`config.mk`:
```
export PLATFORM = sky130hd
export DESIGN_NAME = sspr_top
export DESIGN_NICKNAME = d
export VERILOG_FILES = /design/src/sspr_pkg.sv /design/src/sspr_top.sv
export SDC_FILE = /design/constraint.sdc
export NUM_CORES = 1
export LEC_CHECK = 0
export ABC_CLOCK_PERIOD_IN_PS = 5790
export BUFFER_PORTS_ARGS = -buffer_cell sky130_fd_sc_hd__buf_2
export CORE_MARGIN = 3
export CORE_UTILIZATION = 40
export CTS_CLUSTER_SIZE = 20
export DETAILED_ROUTE_END_ITERATION = 10
export PLACE_DENSITY = 0.68
export REMOVE_ABC_BUFFERS = 1
export SLEW_MARGIN = 0
export SYNTH_ARGS = -nofsm -noshare
export SYNTH_HDL_FRONTEND = slang
export SYNTH_SLANG_ARGS = --single-unit
```
`constraint.sdc`:
```
create_clock -name clk_i -period 5.79 [get_ports clk_i]
set_clock_uncertainty 0.1 [all_clocks]
set_input_delay 0.8685 -clock clk_i [delete_from_list [all_inputs] [get_ports clk_i]]
set_output_delay 0.8685 -clock clk_i [all_outputs]
set_load 0.005 [all_outputs]
```
`src/sspr_pkg.sv`:
```
// constants and types of the serial sector protection and reset decoder
`default_nettype none
package sspr_pkg;

  // ************************************************************
  // command opcodes
  // ************************************************************
  localparam logic [7:0] READ_DYNAMIC_PROTECT_CMD = 8'he0;
  localparam logic [7:0] WRITE_DYNAMIC_PROTECT_CMD = 8'he1;
  localparam logic [7:0] READ_PERSISTENT_PROTECT_CMD = 8'he2;
  localparam logic [7:0] PROGRAM_PERSISTENT_PROTECT_CMD = 8'he3;
  localparam logic [7:0] ERASE_PERSISTENT_PROTECT_CMD = 8'he4;
  localparam logic [7:0] CLEAR_PROTECT_LOCK_CMD = 8'ha6;
  localparam logic [7:0] READ_PROTECT_LOCK_CMD = 8'ha7;
  localparam logic [7:0] PASSWORD_UNLOCK_CMD = 8'he9;
  localparam logic [7:0] SOFT_RESET_ENABLE_CMD = 8'h66;
  localparam logic [7:0] SOFT_RESET_CMD = 8'h99;
  localparam logic [7:0] ENTER_DEEP_SLEEP_CMD = 8'hb9;
  localparam logic [7:0] WRITE_LATCH_SET_CMD = 8'h06;

  // ************************************************************
  // sector map and framing
  // ************************************************************
  localparam int SECTORS = 16;
  localparam int SECTOR_LSB = 18;
  localparam int SECTOR_BITS = 4;
  localparam logic [1:0] ADDR_LAST = 2'h3;
  localparam logic [2:0] PWD_LAST = 3'h7;
  localparam logic [2:0] BIT_LAST = 3'h7;

  // ************************************************************
  // register map, byte offsets
  // ************************************************************
  localparam logic [7:0] STATUS_OFS = 8'h00;
  localparam logic [7:0] CONTROL_OFS = 8'h04;
  localparam logic [7:0] PASSWORD_LO_OFS = 8'h08;
  localparam logic [7:0] PASSWORD_HI_OFS = 8'h0c;
  localparam logic [7:0] PERSIST_OFS = 8'h10;
  localparam logic [7:0] DYNAMIC_OFS = 8'h14;
  localparam int ST_WEL = 0;
  localparam int ST_LOCK = 1;
  localparam int ST_LOCKOUT = 2;
  localparam int ST_SLEEP = 3;
  localparam int ST_ARMED = 4;
  localparam int CTL_WAKE = 0;

  // ************************************************************
  // reset values
  // ************************************************************
  localparam logic [63:0] PASSWORD_RESET = 64'hffffffffffffffff;
  localparam logic [SECTORS-1:0] PROTECT_RESET = 16'hffff;
  localparam logic LOCK_RESET = 1'b1;

  typedef enum logic [4:0] {
    ST_CMD = 5'b00001,
    ST_ADDR = 5'b00010,
    ST_DIN = 5'b00100,
    ST_DOUT = 5'b01000,
    ST_SKIP = 5'b10000
  } sspr_state_type;

  typedef struct packed {
    logic cs_n;
    logic sck;
    logic mosi;
  } sspr_spi_in_type;

endpackage
`default_nettype wire

```
`src/sspr_top.sv`:
```
// serial command decoder for sector protection, soft reset and deep sleep
`default_nettype none
// How it works
// RULE1 - e0 plus four address bytes returns that sector's dynamic byte
// RULE2 - e1 plus address and data writes the sector's dynamic bit
// RULE3 - e2 plus four address bytes returns that sector's persistent byte
// RULE4 - e3 plus address programs that persistent bit to protecting zero
// RULE5 - e4 sets every persistent bit to one
// RULE6 - a6 clears the persistent protection lock bit
// RULE7 - a7 shifts out the eight-bit lock register, msb first
// RULE8 - host sends e9 then eight password bytes, least significant first
// RULE9 - wrong password locks the decoder until hardware reset
// RULE10 - matching password sets the lock bit to one
// RULE11 - 99 acts only when 66 was the transaction just before
// RULE12 - soft reset reloads the write latch, the lock bit and the dynamic bits to their defaults
// RULE13 - b9 enters deep sleep
// RULE14 - 06 sets the write enable latch
// RULE15 - write type commands are ignored while the latch is clear
// RULE16 - any other opcode after 66 disarms the soft reset
// RULE17 - host keeps the serial clock at or below 166 MHz
module sspr_top (
  input wire logic clk_i,
  input wire logic rst_i,
  input wire sspr_pkg::sspr_spi_in_type spi_i,
  output logic miso_o,
  output logic miso_oe_o,
  input wire logic wb_cyc_i,
  input wire logic wb_stb_i,
  input wire logic wb_we_i,
  input wire logic [7:0] wb_adr_i,
  input wire logic [3:0] wb_sel_i,
  input wire logic [31:0] wb_dat_i,
  output logic [31:0] wb_dat_o,
  output logic wb_ack_o,
  output logic soft_reset_o,
  output logic deep_sleep_o
);

  // ************************************************************
  // pin synchronisers
  // ************************************************************
  sspr_pkg::sspr_spi_in_type sync1;
  sspr_pkg::sspr_spi_in_type sync2;
  logic sck_d;
  logic sck_rise;
  logic sck_fall;

  always_ff @(posedge clk_i) begin
    if (rst_i) begin
      sync1 <= 3'h4;
      sync2 <= 3'h4;
      sck_d <= 1'b0;
    end else begin
      sync1 <= spi_i;
      sync2 <= sync1;
      sck_d <= sync2.sck;
    end
  end

  assign sck_rise = sync2.sck & ~sck_d & ~sync2.cs_n;
  assign sck_fall = ~sync2.sck & sck_d & ~sync2.cs_n;

  // ************************************************************
  // bus registers
  // ************************************************************
  logic [63:0] password;
  logic wake;
  logic bus_hit;
  logic [31:0] next_rdata;
  logic wel;
  logic lock;
  logic lockout;
  logic sleep;
  logic armed;
  logic [sspr_pkg::SECTORS-1:0] persistent_protect_bit;
  logic [sspr_pkg::SECTORS-1:0] dyn;

  assign bus_hit = wb_cyc_i & wb_stb_i & ~wb_ack_o;

  always_comb begin
    next_rdata = 32'h00000000;
    if (wb_adr_i == sspr_pkg::STATUS_OFS) begin
      next_rdata[sspr_pkg::ST_WEL] = wel;
      next_rdata[sspr_pkg::ST_LOCK] = lock;
      next_rdata[sspr_pkg::ST_LOCKOUT] = lockout;
      next_rdata[sspr_pkg::ST_SLEEP] = sleep;
      next_rdata[sspr_pkg::ST_ARMED] = armed;
    end else if (wb_adr_i == sspr_pkg::PERSIST_OFS) begin
      next_rdata[sspr_pkg::SECTORS-1:0] = persistent_protect_bit;
    end else if (wb_adr_i == sspr_pkg::DYNAMIC_OFS) begin
      next_rdata[sspr_pkg::SECTORS-1:0] = dyn;
    end
  end

  // password words are write only so the hidden value never reads back
  always_ff @(posedge clk_i) begin
    if (rst_i) begin
      wb_ack_o <= 1'b0;
      wb_dat_o <= 32'h00000000;
      password <= sspr_pkg::PASSWORD_RESET;
      wake <= 1'b0;
    end else begin
      wb_ack_o <= bus_hit;
      wake <= 1'b0;
      if (bus_hit) begin
        wb_dat_o <= wb_we_i ? 32'h00000000 : next_rdata;
      end
      if (bus_hit && wb_we_i) begin
        if (wb_adr_i == sspr_pkg::CONTROL_OFS) begin
          wake <= wb_sel_i[0] & wb_dat_i[sspr_pkg::CTL_WAKE];
        end else if (wb_adr_i == sspr_pkg::PASSWORD_LO_OFS) begin
          for (int i = 0; i < 4; i++) begin
            if (wb_sel_i[i]) begin
              password[i*8 +: 8] <= wb_dat_i[i*8 +: 8];
            end
          end
        end else if (wb_adr_i == sspr_pkg::PASSWORD_HI_OFS) begin
          for (int i = 0; i < 4; i++) begin
            if (wb_sel_i[i]) begin
              password[32+i*8 +: 8] <= wb_dat_i[i*8 +: 8];
            end
          end
        end
      end
    end
  end

  // ************************************************************
  // serial framing
  // ************************************************************
  sspr_pkg::sspr_state_type state;
  logic [2:0] bit_cnt;
  logic [6:0] shift_in;
  logic [7:0] rx_byte;
  logic byte_done;
  logic [7:0] opcode;
  logic [2:0] byte_cnt;
  logic [23:0] addr;
  logic [sspr_pkg::SECTOR_BITS-1:0] sector;
  logic [31:0] full_addr;
  logic [63:0] pwd_shift;
  logic [63:0] next_pwd;
  logic [7:0] out_byte;
  logic [7:0] out_shift;
  logic needs_wel;

  assign rx_byte = {shift_in, sync2.mosi};
  assign byte_done = sck_rise && (bit_cnt == sspr_pkg::BIT_LAST);
  assign full_addr = {addr, rx_byte};
  assign next_pwd = {rx_byte, pwd_shift[63:8]};
  assign needs_wel = (rx_byte == sspr_pkg::WRITE_DYNAMIC_PROTECT_CMD) ||
    (rx_byte == sspr_pkg::PROGRAM_PERSISTENT_PROTECT_CMD) ||
    (rx_byte == sspr_pkg::ERASE_PERSISTENT_PROTECT_CMD) ||
    (rx_byte == sspr_pkg::CLEAR_PROTECT_LOCK_CMD);

  always_ff @(posedge clk_i) begin
    if (rst_i || sync2.cs_n) begin
      bit_cnt <= 3'h0;
      shift_in <= 7'h00;
    end else if (sck_rise) begin
      bit_cnt <= bit_cnt + 3'h1;
      shift_in <= rx_byte[6:0];
    end
  end

  // ************************************************************
  // command decode and protection state
  // ************************************************************
  // one process owns all protection bits so soft reset has one driver
  always_ff @(posedge clk_i) begin
    if (rst_i) begin
      state <= sspr_pkg::ST_CMD;
      opcode <= 8'h00;
      byte_cnt <= 3'h0;
      addr <= 24'h000000;
      sector <= '0;
      pwd_shift <= 64'h0000000000000000;
      out_byte <= 8'h00;
      wel <= 1'b0;
      lock <= sspr_pkg::LOCK_RESET;
      lockout <= 1'b0;
      sleep <= 1'b0;
      armed <= 1'b0;
      persistent_protect_bit <= sspr_pkg::PROTECT_RESET;
      dyn <= sspr_pkg::PROTECT_RESET;
      soft_reset_o <= 1'b0;
    end else begin
      soft_reset_o <= 1'b0;
      if (wake) begin
        sleep <= 1'b0;
      end
      if (sync2.cs_n) begin
        state <= sspr_pkg::ST_CMD;
        byte_cnt <= 3'h0;
      end else if (byte_done) begin
        case (state)
          sspr_pkg::ST_CMD: begin
            opcode <= rx_byte;
            byte_cnt <= 3'h0;
            state <= sspr_pkg::ST_SKIP;
            if (!lockout && !sleep) begin // RULE9
              armed <= (rx_byte == sspr_pkg::SOFT_RESET_ENABLE_CMD); // RULE16
              if (needs_wel && !wel) begin
                state <= sspr_pkg::ST_SKIP; // RULE15
              end else if (rx_byte == sspr_pkg::READ_DYNAMIC_PROTECT_CMD ||
                  rx_byte == sspr_pkg::WRITE_DYNAMIC_PROTECT_CMD ||
                  rx_byte == sspr_pkg::READ_PERSISTENT_PROTECT_CMD ||
                  rx_byte == sspr_pkg::PROGRAM_PERSISTENT_PROTECT_CMD) begin
                state <= sspr_pkg::ST_ADDR;
                if (needs_wel) begin
                  wel <= 1'b0;
                end
              end else if (rx_byte == sspr_pkg::ERASE_PERSISTENT_PROTECT_CMD) begin
                persistent_protect_bit <= '1; // RULE5
                wel <= 1'b0;
              end else if (rx_byte == sspr_pkg::CLEAR_PROTECT_LOCK_CMD) begin
                lock <= 1'b0; // RULE6
                wel <= 1'b0;
              end else if (rx_byte == sspr_pkg::READ_PROTECT_LOCK_CMD) begin
                out_byte <= {7'h00, lock}; // RULE7
                state <= sspr_pkg::ST_DOUT;
              end else if (rx_byte == sspr_pkg::PASSWORD_UNLOCK_CMD) begin
                state <= sspr_pkg::ST_DIN; // RULE8
              end else if (rx_byte == sspr_pkg::WRITE_LATCH_SET_CMD) begin
                wel <= 1'b1; // RULE14
              end else if (rx_byte == sspr_pkg::ENTER_DEEP_SLEEP_CMD) begin
                sleep <= 1'b1; // RULE13
              end else if (rx_byte == sspr_pkg::SOFT_RESET_CMD && armed) begin
                // RULE11
                wel <= 1'b0; // RULE12
                lock <= sspr_pkg::LOCK_RESET;
                dyn <= sspr_pkg::PROTECT_RESET;
                soft_reset_o <= 1'b1;
              end
            end
          end
          sspr_pkg::ST_ADDR: begin
            addr <= full_addr[23:0];
            byte_cnt <= byte_cnt + 3'h1;
            if (byte_cnt[1:0] == sspr_pkg::ADDR_LAST) begin
              sector <= full_addr[sspr_pkg::SECTOR_LSB +: sspr_pkg::SECTOR_BITS];
              byte_cnt <= 3'h0;
              state <= sspr_pkg::ST_SKIP;
              if (opcode == sspr_pkg::READ_DYNAMIC_PROTECT_CMD) begin
                // RULE1
                out_byte <= {8{dyn[full_addr[sspr_pkg::SECTOR_LSB +:
                  sspr_pkg::SECTOR_BITS]]}};
                state <= sspr_pkg::ST_DOUT;
              end else if (opcode == sspr_pkg::READ_PERSISTENT_PROTECT_CMD) begin
                // RULE3
                out_byte <= {8{persistent_protect_bit[full_addr[sspr_pkg::SECTOR_LSB +:
                  sspr_pkg::SECTOR_BITS]]}};
                state <= sspr_pkg::ST_DOUT;
              end else if (opcode == sspr_pkg::WRITE_DYNAMIC_PROTECT_CMD) begin
                state <= sspr_pkg::ST_DIN;
              end else begin
                persistent_protect_bit[full_addr[sspr_pkg::SECTOR_LSB +:
                  sspr_pkg::SECTOR_BITS]] <= 1'b0; // RULE4
              end
            end
          end
          sspr_pkg::ST_DIN: begin
            if (opcode == sspr_pkg::WRITE_DYNAMIC_PROTECT_CMD) begin
              dyn[sector] <= rx_byte[0]; // RULE2
            end else begin
              pwd_shift <= next_pwd; // RULE8
              byte_cnt <= byte_cnt + 3'h1;
              if (byte_cnt == sspr_pkg::PWD_LAST) begin
                state <= sspr_pkg::ST_SKIP;
                if (next_pwd == password) begin
                  lock <= 1'b1; // RULE10
                end else begin
                  lockout <= 1'b1; // RULE9
                end
              end
            end
          end
          sspr_pkg::ST_DOUT: begin
            state <= sspr_pkg::ST_DOUT;
          end
          default: begin
            state <= sspr_pkg::ST_SKIP;
          end
        endcase
      end
    end
  end

  // ************************************************************
  // serial output, mode 0: change on falling edge
  // ************************************************************
  // the same byte repeats for as long as the host keeps clocking
  always_ff @(posedge clk_i) begin
    if (rst_i || sync2.cs_n || state != sspr_pkg::ST_DOUT) begin
      out_shift <= out_byte;
      miso_o <= 1'b0;
      miso_oe_o <= 1'b0;
    end else if (sck_fall) begin
      miso_oe_o <= 1'b1;
      // first bit of a byte comes from out_byte, the shifter may be stale
      miso_o <= (bit_cnt == 3'h0) ? out_byte[7] : out_shift[7];
      out_shift <= (bit_cnt == 3'h0) ? {out_byte[6:0], out_byte[7]} :
        {out_shift[6:0], out_shift[7]};
    end
  end

  assign deep_sleep_o = sleep;

endmodule
`default_nettype wire

```
==> results of run 1 <==
[per-layer routing]
metal / track usage, % / vias to the layer above / wire length (µm)
met4: 5.98 / 0 / 779
met5: 0 / - / 0
met3: 2.48 / 47 / 1390
li1: - / 4234 / -
met2: 28.2 / 239 / 12100
met1: 26.1 / 4093 / 12700
[logic make-up after synthesis]
kind of cell / Yosys count
AO/OA/AOI/OAI: 263
XOR/XNOR: 65
adder cells (fa/ha/maj): 6
buffers and inverters: 141
flip-flops: 233
multiplexers: 39
other: 1
AND/OR/NAND/NOR: 458
[final cells by class]
cell class	instances	area [µm²]	area share (%)
Clock inverter	6	65.1	0.547
Sequential cell	233	4740	39.9
Timing Repair Buffer	80	427	3.59
Tap cell	335	419	3.53
Inverter	40	150	1.26
Clock buffer	39	758	6.38
Multi-Input combinational cell	847	5330	44.8
[per-stage QoR]
step / std cells / area [µm²] / utilization [%] / hold slack (ns) / worst slack, ns
2_1_floorplan: 1120 / 10200 / - / 0.289 / 1.50
3_3_place_gp: 1535 / 11100 / 42.5 / 0.308 / 2.46
3_5_place_dp: 1535 / 11100 / 42.5 / 0.299 / 2.44
4_1_cts: 1580 / 11900 / 45.6 / 0.315 / 2.64
5_1_grt: 1580 / 11900 / 45.6 / 0.328 / 2.42
6_report: 1580 / 11900 / 45.6 / 0.311 / 2.56
[worst reg2reg max path, stage by stage, from the launching register on]
cell	delay [ns]
dfxtp_1	0.81
and4bb_2	0.39
nand4_1	0.23
o32ai_2	0.30
nand2_1	0.41
or4_1	0.66
o32a_1	0.23
[sequential cells by signal (all words and copies together), names as in the netlist, 8 cells and up]
signal                  flops
addr                        8
dyn                        16
opcode                      8
out_shift                   8
password                   64
persistent_protect_bit     16
pwd_shift                  56
wb_dat_o                   16
[synthesized netlist by cell type, types with 18 or more instances]
| master | n | area [µm²] |
|---|---|---|
| a211o_1 | 65 | 569 |
| a21oi_1 | 114 | 571 |
| a22oi_1 | 21 | 158 |
| buf_4 | 18 | 135 |
| clkbuf_1 | 67 | 251 |
| dfxtp_1 | 225 | 4500 |
| inv_1 | 40 | 150 |
| nand2_1 | 154 | 578 |
| nand3_1 | 22 | 110 |
| nor2_1 | 105 | 394 |
| nor2b_1 | 45 | 282 |
| nor3_1 | 29 | 145 |
| nor4_1 | 24 | 150 |
| xor2_1 | 65 | 569 |
[cells in the final DEF (no fill, tap or decap), types with 4 or more instances in the layout]
master / instances
nor3_1: 28
or4_1: 5
o21ai_0: 10
nand3_1: 22
nor2b_1: 45
a21oi_1: 114
nand4_1: 11
o221a_2: 4
a211o_1: 65
a31o_2: 7
clkbuf_8: 8
mux2i_1: 17
buf_4: 8
nor4_1: 24
nand3b_1: 8
or2_2: 5
mux2_2: 14
or3_1: 6
nor2_1: 105
mux4_2: 8
a22oi_1: 21
conb_1: 16
dfxtp_1: 225
inv_1: 40
xor2_1: 65
nor2_2: 4
nand2b_1: 12
nand2_1: 153
buf_2: 71
o32a_1: 16
ha_1: 6
and3_1: 4
nor3b_1: 5
edfxtp_1: 8
clkbuf_1: 6
clkbuf_16: 25
[worst paths after layout]
kind | to | from | slack [ns] | cells after the start
worst min-delay path | sync2[2] | sync1[2] | 0.31 | 1
worst max-delay path | dyn[15] | full_addr[0] | 2.56 | 6
worst min register to register | sync2[2] | sync1[2] | 0.31 | 1
worst max register to register | dyn[15] | full_addr[0] | 2.56 | 6
[power by group through the flow]
stage,combinational [W],clock (W),sequential (W)
after detailed placement,0.0000768,0,0.00165
after CTS,0.0000772,0.00161,0.00162
after global placement,0.0000768,0,0.00165
final,0.0000768,0.00158,0.00162
after global routing,0.0000853,0.00167,0.00162
after floorplan,0.0000205,0,0.00165
==> qor.yml, run 1 <==
critical_path:
  endpoint_kind: "flip-flop"
  critical_path.max_fanout: 20
  critPathTopFamily: "simple AND/OR/NAND/NOR gates"
  cp.required_ns: 6.09
  path_buf_inv: 0
  cpMaxStageDelayCell: "dfxtp_1"
  crit_path_cell_trace: "and4bb_2 -> nand4_1 -> o32ai_2 -> nand2_1 -> or4_1 -> o32a_1"
  worstSetupPathType: "reg2reg"
  arrival_ns: 3.53
  critPathLaunchType: "flip-flop"
  crit_path_max_incr_delay_ns: 0.81
clocking:
  post-cts-setup-buffers: 0
  clock_latency_ns: 0.52
  cts_resized: 0
  cts_hold_buf: 0
  cts.htree.levels: 1
  cts_buffer_depth: 3
  clk_pin_slew_ns: 0.06
  tritoncts: "built"
  cts.sinks: 233
  cts_root_buffer: "clkbuf_16"
  cts_buffers: 25
logic_synthesis:
  yosysUniqueCellTypes: 67
  synth_top_flop_cell: "dfxtp_1"
  synthMuxAreaShare_pct: 4.78
  ys_ff_latch: 233
  synth_top_family_by_area: "simple AND/OR/NAND/NOR gates"
  synth_edf_count: 8
  synth_warnings: 0
  async_reset_ff_share_pct: 0
  synth_fa_ha_area_share_pct: 0.707
  synthesis.area_um2: 10600
  ys_seq_area_share_pct: 44.7
  synth_cells: 1206
  synth.avg_cell_area_um2: 8.80
  synth_xor_area_share_pct: 5.36
  synthSimpleGateAreaFrac_pct: 21.3
  synth_compound_area_share_pct: 17.3
drt:
  drc: 0
  via_count: 8613
  wl_um: 27000
  ant_nets: 0
  drtIter0Drc: 836
  drt_pass1_iterations: 7
  viasPerCell: 5.45
  wl_per_cell_um: 17.1
hold_path:
  min_path_type: "reg2reg"
pwr:
  p_seq_share_pct: 49.4
  p_leak_nw: 4.22
  p_per_area_nw_per_um2: 275
  swShare_pct: 21.2
  p_sw_w: 0.000693
  p_comb_share_pct: 2.3
  ir_drop_v: 0.000189
  pwr-share-clk_pct: 48.2
  total_power_w: 0.00327
  p_int_w: 0.00258
sta:
  final-max-slew-violation-count: 0
  maxClockFrequency_ghz: 0.309
  min_period_over_period_pct: 55.8
  slew_headroom_pct: 42.1
  final_hold_viol_count: 0
  rsz0062_at_grt: "no"
  tns_ns: 0
  post-route-min-period_ns: 3.23
  worstMarginPinSlew_ns: 0.860
  setup_viol: 0
floorplanning:
  start_util_pct: 40.7
  rows: 59
  dieArea_um2: 28500
  core_um2: 26100
  die_w_um: 169
  fp.dieH_um: 169
  io-pin-count: 89
placed_design:
  gp_congestion: 0.871
  dpl.hpwl_um: 18700
  portBuffers: 72
cells_and_area:
  num-nets-final: 1285
  fillers: 2495
  layout-drive-gt1-share_pct: 14.1
  syn2layout_area_growth_pct: 12.0
  diodes: 0
global_route:
  grt_max_degree: 102
  grt_pass1_wl_um: 42900
  grt_pass1_vias: 8118
  antenna_found_initial: 0
  grt_usage_pct: 18.1
  grt_overflow_total: 0
flow_run:
  drv_cap: 0
outcome:
  outcome: "complete, no violations"
Note: power is estimated with default switching activity, not from simulation.
==> inputs of run 2 (changes only) <==
--- a/config.mk
+++ b/config.mk
@@ -5,13 +5,14 @@
 export SDC_FILE = /design/constraint.sdc
 export NUM_CORES = 1
 export LEC_CHECK = 0
-export ABC_CLOCK_PERIOD_IN_PS = 5790
+export ABC_AREA = 1
+export ABC_CLOCK_PERIOD_IN_PS = 2900
 export BUFFER_PORTS_ARGS = -buffer_cell sky130_fd_sc_hd__buf_2
 export CORE_MARGIN = 3
 export CORE_UTILIZATION = 40
 export CTS_CLUSTER_SIZE = 20
 export DETAILED_ROUTE_END_ITERATION = 10
-export PLACE_DENSITY = 0.68
+export PLACE_DENSITY = 0.7
 export REMOVE_ABC_BUFFERS = 1
 export SLEW_MARGIN = 0
 export SYNTH_ARGS = -nofsm -noshare
==> constraint.sdc (replaced) <==
create_clock -name clk_i -period 2.9 [get_ports clk_i]
set_clock_uncertainty 0.1 [all_clocks]
set_input_delay 0.435 -clock clk_i [delete_from_list [all_inputs] [get_ports clk_i]]
set_output_delay 0.435 -clock clk_i [all_outputs]
set_load 0.005 [all_outputs]
==> run 2 against run 1 <==
  * Hold slack lost 0.27 ns
  * Critical path depth grew 3
  * Critical path type unchanged
  * Final area grew 7.7%
  * First-iteration DRC count shrank 1.1%
  * Final cell count grew 32%
  * Maximum frequency grew 45%
  * Power grew 98%
  * Die area grew 5.9%
==> qor.yml, run 2 <==
cells_and_area:
  diodes: 0
  reg.largest.list: "password x64, pwd_shift x56"
  largest_register_ffs: 64
  top_register: "password"
  num-nets-final: 1758
  syn2layout_area_growth_pct: 13.7
  final_common_cell: "nand2_1"
  final_cell_mix: "nand2_1, dfxtp_1, inv_1"
  layout-drive-gt1-share_pct: 11.3
global_route:
  grt_pass1_vias: 9765
  antenna_found_initial: 0
  grt_overflow_total: 0
  grt_pass1_wl_um: 47800
  grt_usage_pct: 18.5
  grt_max_degree: 85
logic_synthesis:
  synth_edf_count: 8
  synthesis.area_um2: 11300
  yosysTopAreaCellShare_pct: 40.0
  async_reset_ff_share_pct: 0
  synth_cells: 1638
  yosys-top-cells-area: "dfxtp_1, nand2_1, inv_1"
  ys_seq_area_share_pct: 42.1
  ys_top_cells_by_count: "nand2_1, dfxtp_1, inv_1, o21ai_0, a21oi_1"
  synth_top_area_cell: "dfxtp_1"
  ys_ff_latch: 233
  yosysUniqueCellTypes: 42
  synth.avg_cell_area_um2: 6.88
  synth_warnings: 0
  yosysMostFrequentCell: "nand2_1"
  synth_top_flop_cell: "dfxtp_1"
floorplanning:
  rows: 60
  start_util_pct: 41.2
  fp.dieH_um: 174
  die_w_um: 174
  io-pin-count: 89
  dieArea_um2: 30200
  core_um2: 27300
clocking:
  post-cts-setup-buffers: 0
  cts.sinks: 233
  cts_buffer_depth: 3
  cts.htree.levels: 1
  clk_pin_slew_ns: 0.07
  cts_root_buffer: "clkbuf_16"
  cts_buffers: 25
  tritoncts: "built"
  clock_latency_ns: 0.52
critical_path:
  critical_path.max_fanout: 32
  critPathLaunchType: "flip-flop"
  arrival_ns: 2.53
  cp.required_ns: 3.19
  worstSetupPathType: "reg2reg"
  endpoint_kind: "flip-flop"
sta:
  final_hold_viol_count: 0
  maxClockFrequency_ghz: 0.447
  tns_ns: 0
  setup_viol: 0
  final-max-slew-violation-count: 0
  worstMarginPinSlew_ns: 1.03
  min_period_over_period_pct: 77.1
  post-route-min-period_ns: 2.23
  slew_headroom_pct: 30.7
  rsz0062_at_grt: "no"
  holdWs_ns: 0.0424
pwr:
  ir_drop_v: 0.000489
  total_power_w: 0.00648
  p_leak_nw: 6.26
  p_per_area_nw_per_um2: 506
hold_path:
  min_path_type: "in2reg"
drt:
  via_count: 10400
  drtIter0Drc: 827
  wl_per_cell_um: 13.6
  ant_nets: 0
  viasPerCell: 4.98
  drt_pass1_iterations: 5
  drc: 0
  wl_um: 28400
placed_design:
  gp_congestion: 0.927
  dpl.hpwl_um: 20800
  portBuffers: 72
outcome:
  outcome: "complete, no violations"
flow_run:
  drv_cap: 0
run 2: metrics by stage:
step	setup slack (ns)	cell area [µm²]	cells	util [%]
after floorplan	-0.439	10900	1571	-
after global placement	0.734	12000	2043	43.9
after detailed placement	0.638	12000	2043	43.9
after CTS	0.683	12800	2090	46.9
after global routing	0.439	12800	2090	46.9
final	0.665	12800	2090	46.9
run 2: repair_timing:
action | CTS | global route
endpoints found under the hold margin | 2 | 0
hold buffers | 2 | 0
resized for setup | 0 | 0
run 2: area by class of cell:
type	count	area (µm²)
fillers	2813	14500
multi-input cells	1120	5360
flip-flops and latches	233	4740
inverters	218	821
clock buffers	35	713
repair buffers	102	628
well taps	372	465
clock inverters	10	81.3
run 2: logic make-up after synthesis:
kind of cell / count (synthesis) / share of synthesized area (%)
adder cells (fa/ha/maj): 6 / 0.666
buffers and inverters: 300 / 10.8
other: 1 / 0.0333
AND/OR/NAND/NOR: 751 / 28.7
XOR/XNOR: 10 / 0.777
AO/OA/AOI/OAI: 337 / 16.9
flip-flops: 233 / 42.1
run 2: final timing paths:
check	from	endpoint	slack [ns]	cells past startpoint
max	state[1]	dyn[3]	0.67	9
min	spi_i[0]	sync1[0]	0.04	3
max reg2reg	state[1]	dyn[3]	0.67	9
min reg2reg	sync1[0]	full_addr[0]	0.30	2
run 2: worst max-delay path, stage by stage (launching register included):
cell      delay, ns
dfxtp_1        0.36
or2_1          0.27
nor3_4         0.23
buf_4          0.28
inv_2          0.10
a211oi_2       0.24
buf_4          0.32
nand2_1        0.08
nand2_1        0.06
nand3_1        0.07
run 2: routing by layer:
metal | share of wire (%) | vias to the layer above | global-route usage (%)
li1 | - | 5377 | -
met1 | 48 | 4754 | 25.6
met2 | 45 | 227 | 29.9
met3 | 4.3 | 49 | 2.69
met4 | 2.7 | 0 | 5.50
met5 | 0 | - | 0
run 2: power breakdown:
part	total, W	internal, W	switching, W
combinational	0.000173	0.0000539	0.000119
sequential	0.00323	0.00322	0.00000429
clock	0.00308	0.00180	0.00128
total	0.00648	0.00508	0.00141
==> inputs of run 3 (changes only) <==
--- a/config.mk
+++ b/config.mk
@@ -5,14 +5,14 @@
 export SDC_FILE = /design/constraint.sdc
 export NUM_CORES = 1
 export LEC_CHECK = 0
-export ABC_AREA = 1
-export ABC_CLOCK_PERIOD_IN_PS = 2900
+export ABC_AREA = 0
+export ABC_CLOCK_PERIOD_IN_PS = 2300
 export BUFFER_PORTS_ARGS = -buffer_cell sky130_fd_sc_hd__buf_2
 export CORE_MARGIN = 3
 export CORE_UTILIZATION = 40
 export CTS_CLUSTER_SIZE = 20
 export DETAILED_ROUTE_END_ITERATION = 10
-export PLACE_DENSITY = 0.7
+export PLACE_DENSITY = 0.68
 export REMOVE_ABC_BUFFERS = 1
 export SLEW_MARGIN = 0
 export SYNTH_ARGS = -nofsm -noshare
==> constraint.sdc (replaced) <==
create_clock -name clk_i -period 2.3 [get_ports clk_i]
set_clock_uncertainty 0.1 [all_clocks]
set_input_delay 0.345 -clock clk_i [delete_from_list [all_inputs] [get_ports clk_i]]
set_output_delay 0.345 -clock clk_i [all_outputs]
set_load 0.005 [all_outputs]
==> run 3 against run 2 <==
  * The flow now finishes with violations (setup timing)
  * Critical path depth decreased by 3
  * Clock-buffer cell count decreased by 1
  * Final area increased by 3.1%
  * Sequential power increased by 26%
  * Register-to-register slack got worse by 0.68 ns
  * Combinational power increased by 54%
  * Non-clock buffer count increased by 103
  * Routed wire length increased by 0.25%
  * First-iteration DRC count decreased by 14%
  * Sequential share of layout area decreased by 1.1 points
  * Global-route usage increased by 0.75 points
  * Critical path type unchanged
  * Critical endpoint is now dyn[2]
  * Largest power group is now clock
==> qor.yml, run 3 (synthesis results as in run 1) <==
pwr:
  swShare_pct: 22.1
  p_leak_nw: 4.90
  total_power_w: 0.00854
  p_seq_share_pct: 47.6
  pwr-share-clk_pct: 49.2
  ir_drop_v: 0.000413
  p_per_area_nw_per_um2: 647
  p_int_w: 0.00665
  p_sw_w: 0.00189
  p_comb_share_pct: 3.1
floorplanning:
  start_util_pct: 40.7
  core_um2: 26100
  fp.dieH_um: 169
  die_w_um: 169
  io-pin-count: 89
  dieArea_um2: 28500
  rows: 59
drt:
  drc: 0
  drtIter0Drc: 709
  viasPerCell: 5.36
  wl_um: 28500
  drt_pass1_iterations: 5
  wl_per_cell_um: 16.7
  via_count: 9157
  ant_nets: 0
placed_design:
  placed_cell_area_um2: 11900
  portBuffers: 72
  dpl.hpwl_um: 20100
  gp_congestion: 0.915
sta:
  min_period_over_period_pct: 101
  rsz0062_at_grt: "yes"
  final_hold_viol_count: 0
  setup_viol: 2
  post-route-min-period_ns: 2.32
  holdWs_ns: 0.0527
  worstMarginPinSlew_ns: 0.545
  fin_ws_ns: -0.0174
  final-max-slew-violation-count: 0
  maxClockFrequency_ghz: 0.432
  slew_headroom_pct: 63.4
  tns_ns: -0.0228
cells_and_area:
  multiInputGateArea_um2: 5430
  final_common_cell: "dfxtp_1"
  register_area_um2: 4750
  final_util_pct: 50.7
  top_register: "password"
  final_cell_mix: "dfxtp_1, nand2_1, a21oi_1"
  fin_area_um2: 13200
  largest_register_ffs: 64
  fillers: 2394
  syn2layout_area_growth_pct: 24.4
  diodes: 0
  reg.largest.list: "password x64, pwd_shift x56"
  num-nets-final: 1411
  layout-drive-gt1-share_pct: 21.1
clocking:
  clk_pin_slew_ns: 0.06
  tritoncts: "built"
  clock_latency_ns: 0.53
  cts.sinks: 233
  cts_buffers: 26
  cts.htree.levels: 1
  cts_buffer_depth: 3
  cts_root_buffer: "clkbuf_16"
outcome:
  violations: "setup timing"
  outcome: "finished with violations"
critical_path:
  r2r-start: "opcode[2]"
  critical_path.max_fanout: 6
  crit_path_start: "opcode[2]"
  cp.required_ns: 2.61
  arrival_ns: 2.63
  critPathLaunchType: "flip-flop"
  endpoint_kind: "flip-flop"
  worstSetupPathType: "reg2reg"
global_route:
  grt_usage_pct: 19.2
  grt_max_degree: 118
  antenna_found_initial: 0
  grt_pass1_wl_um: 45300
  grt_overflow_total: 0
  grt_pass1_vias: 8570
flow_run:
  drv_cap: 0
hold_path:
  holdCritStartpoint: "wb_adr_i[4]"
  min_path_type: "in2reg"
[run 3: cell types whose count changed in the layout (fill, tap and decap cells not counted), sizes merged, moves of 69 or more]
| cell | delta |
|---|---|
| inv | -177 |
| nand2 | -325 |
| nand3 | -93 |
| o211ai | -74 |
| buf | +69 |
| o21ai | -123 |
[run 3: path summary, 6_finish.rpt]
path              depth (start not counted)        to  slack, ns
setup / recovery                          6    dyn[2]      -0.02
hold / removal                            3      wake       0.05
setup reg to reg                          6    dyn[2]      -0.02
hold reg to reg                           1  sync2[2]       0.33
[run 3: final cells by class]
cell class / instances / area share [%]
multi-input combinational: 847 / 41.1
sequential: 233 / 36.0
timing repair buffer: 205 / 12.0
clock buffer: 34 / 5.53
tap: 335 / 3.17
inverter: 40 / 1.14
clock inverter: 13 / 1.06
[run 3: stage by stage]
step	setup WS, ns	instances
floorplan	-1.99	1120
global placement	-0.0768	1623
detailed placement	-0.138	1623
CTS	-0.00675	1706
global route	-0.0492	1707
finish	-0.0174	1707
[run 3: power by group through the flow]
stage,Combinational [W],Sequential (W),Clock [W]
6_report,0.000267,0.00407,0.00420
5_1_grt,0.000292,0.00406,0.00443
4_1_cts,0.000266,0.00407,0.00426
3_5_place_dp,0.000216,0.00416,0
3_3_place_gp,0.000216,0.00416,0
2_1_floorplan,0.0000517,0.00416,0
[run 3: critical path, stage by stage, from the launching register on]
cell     delay (ns)
dfxtp_1        0.31
or4b_4         0.54
or2_4          0.26
o32ai_4        0.10
nand2_2        0.14
or4b_4         0.57
o32a_1         0.18
[run 3: metal layers]
metal	track usage, %	up-vias	share of wire (%)
met4	4.13	0	1.8
met3	2.64	43	5.5
li1	-	4486	-
met2	30.8	260	46
met5	0	-	0
met1	27.8	4368	47
[run 3: timing repair]
item | CTS | global route
resized for setup | 5 | 21
hold endpoints to repair | 36 | 0
hold buffers | 36 | 0
pin swaps | 5 | 7
cloned | 0 | 0
endpoints found under the setup margin | 17 | 37
buffers inserted | 0 | 1
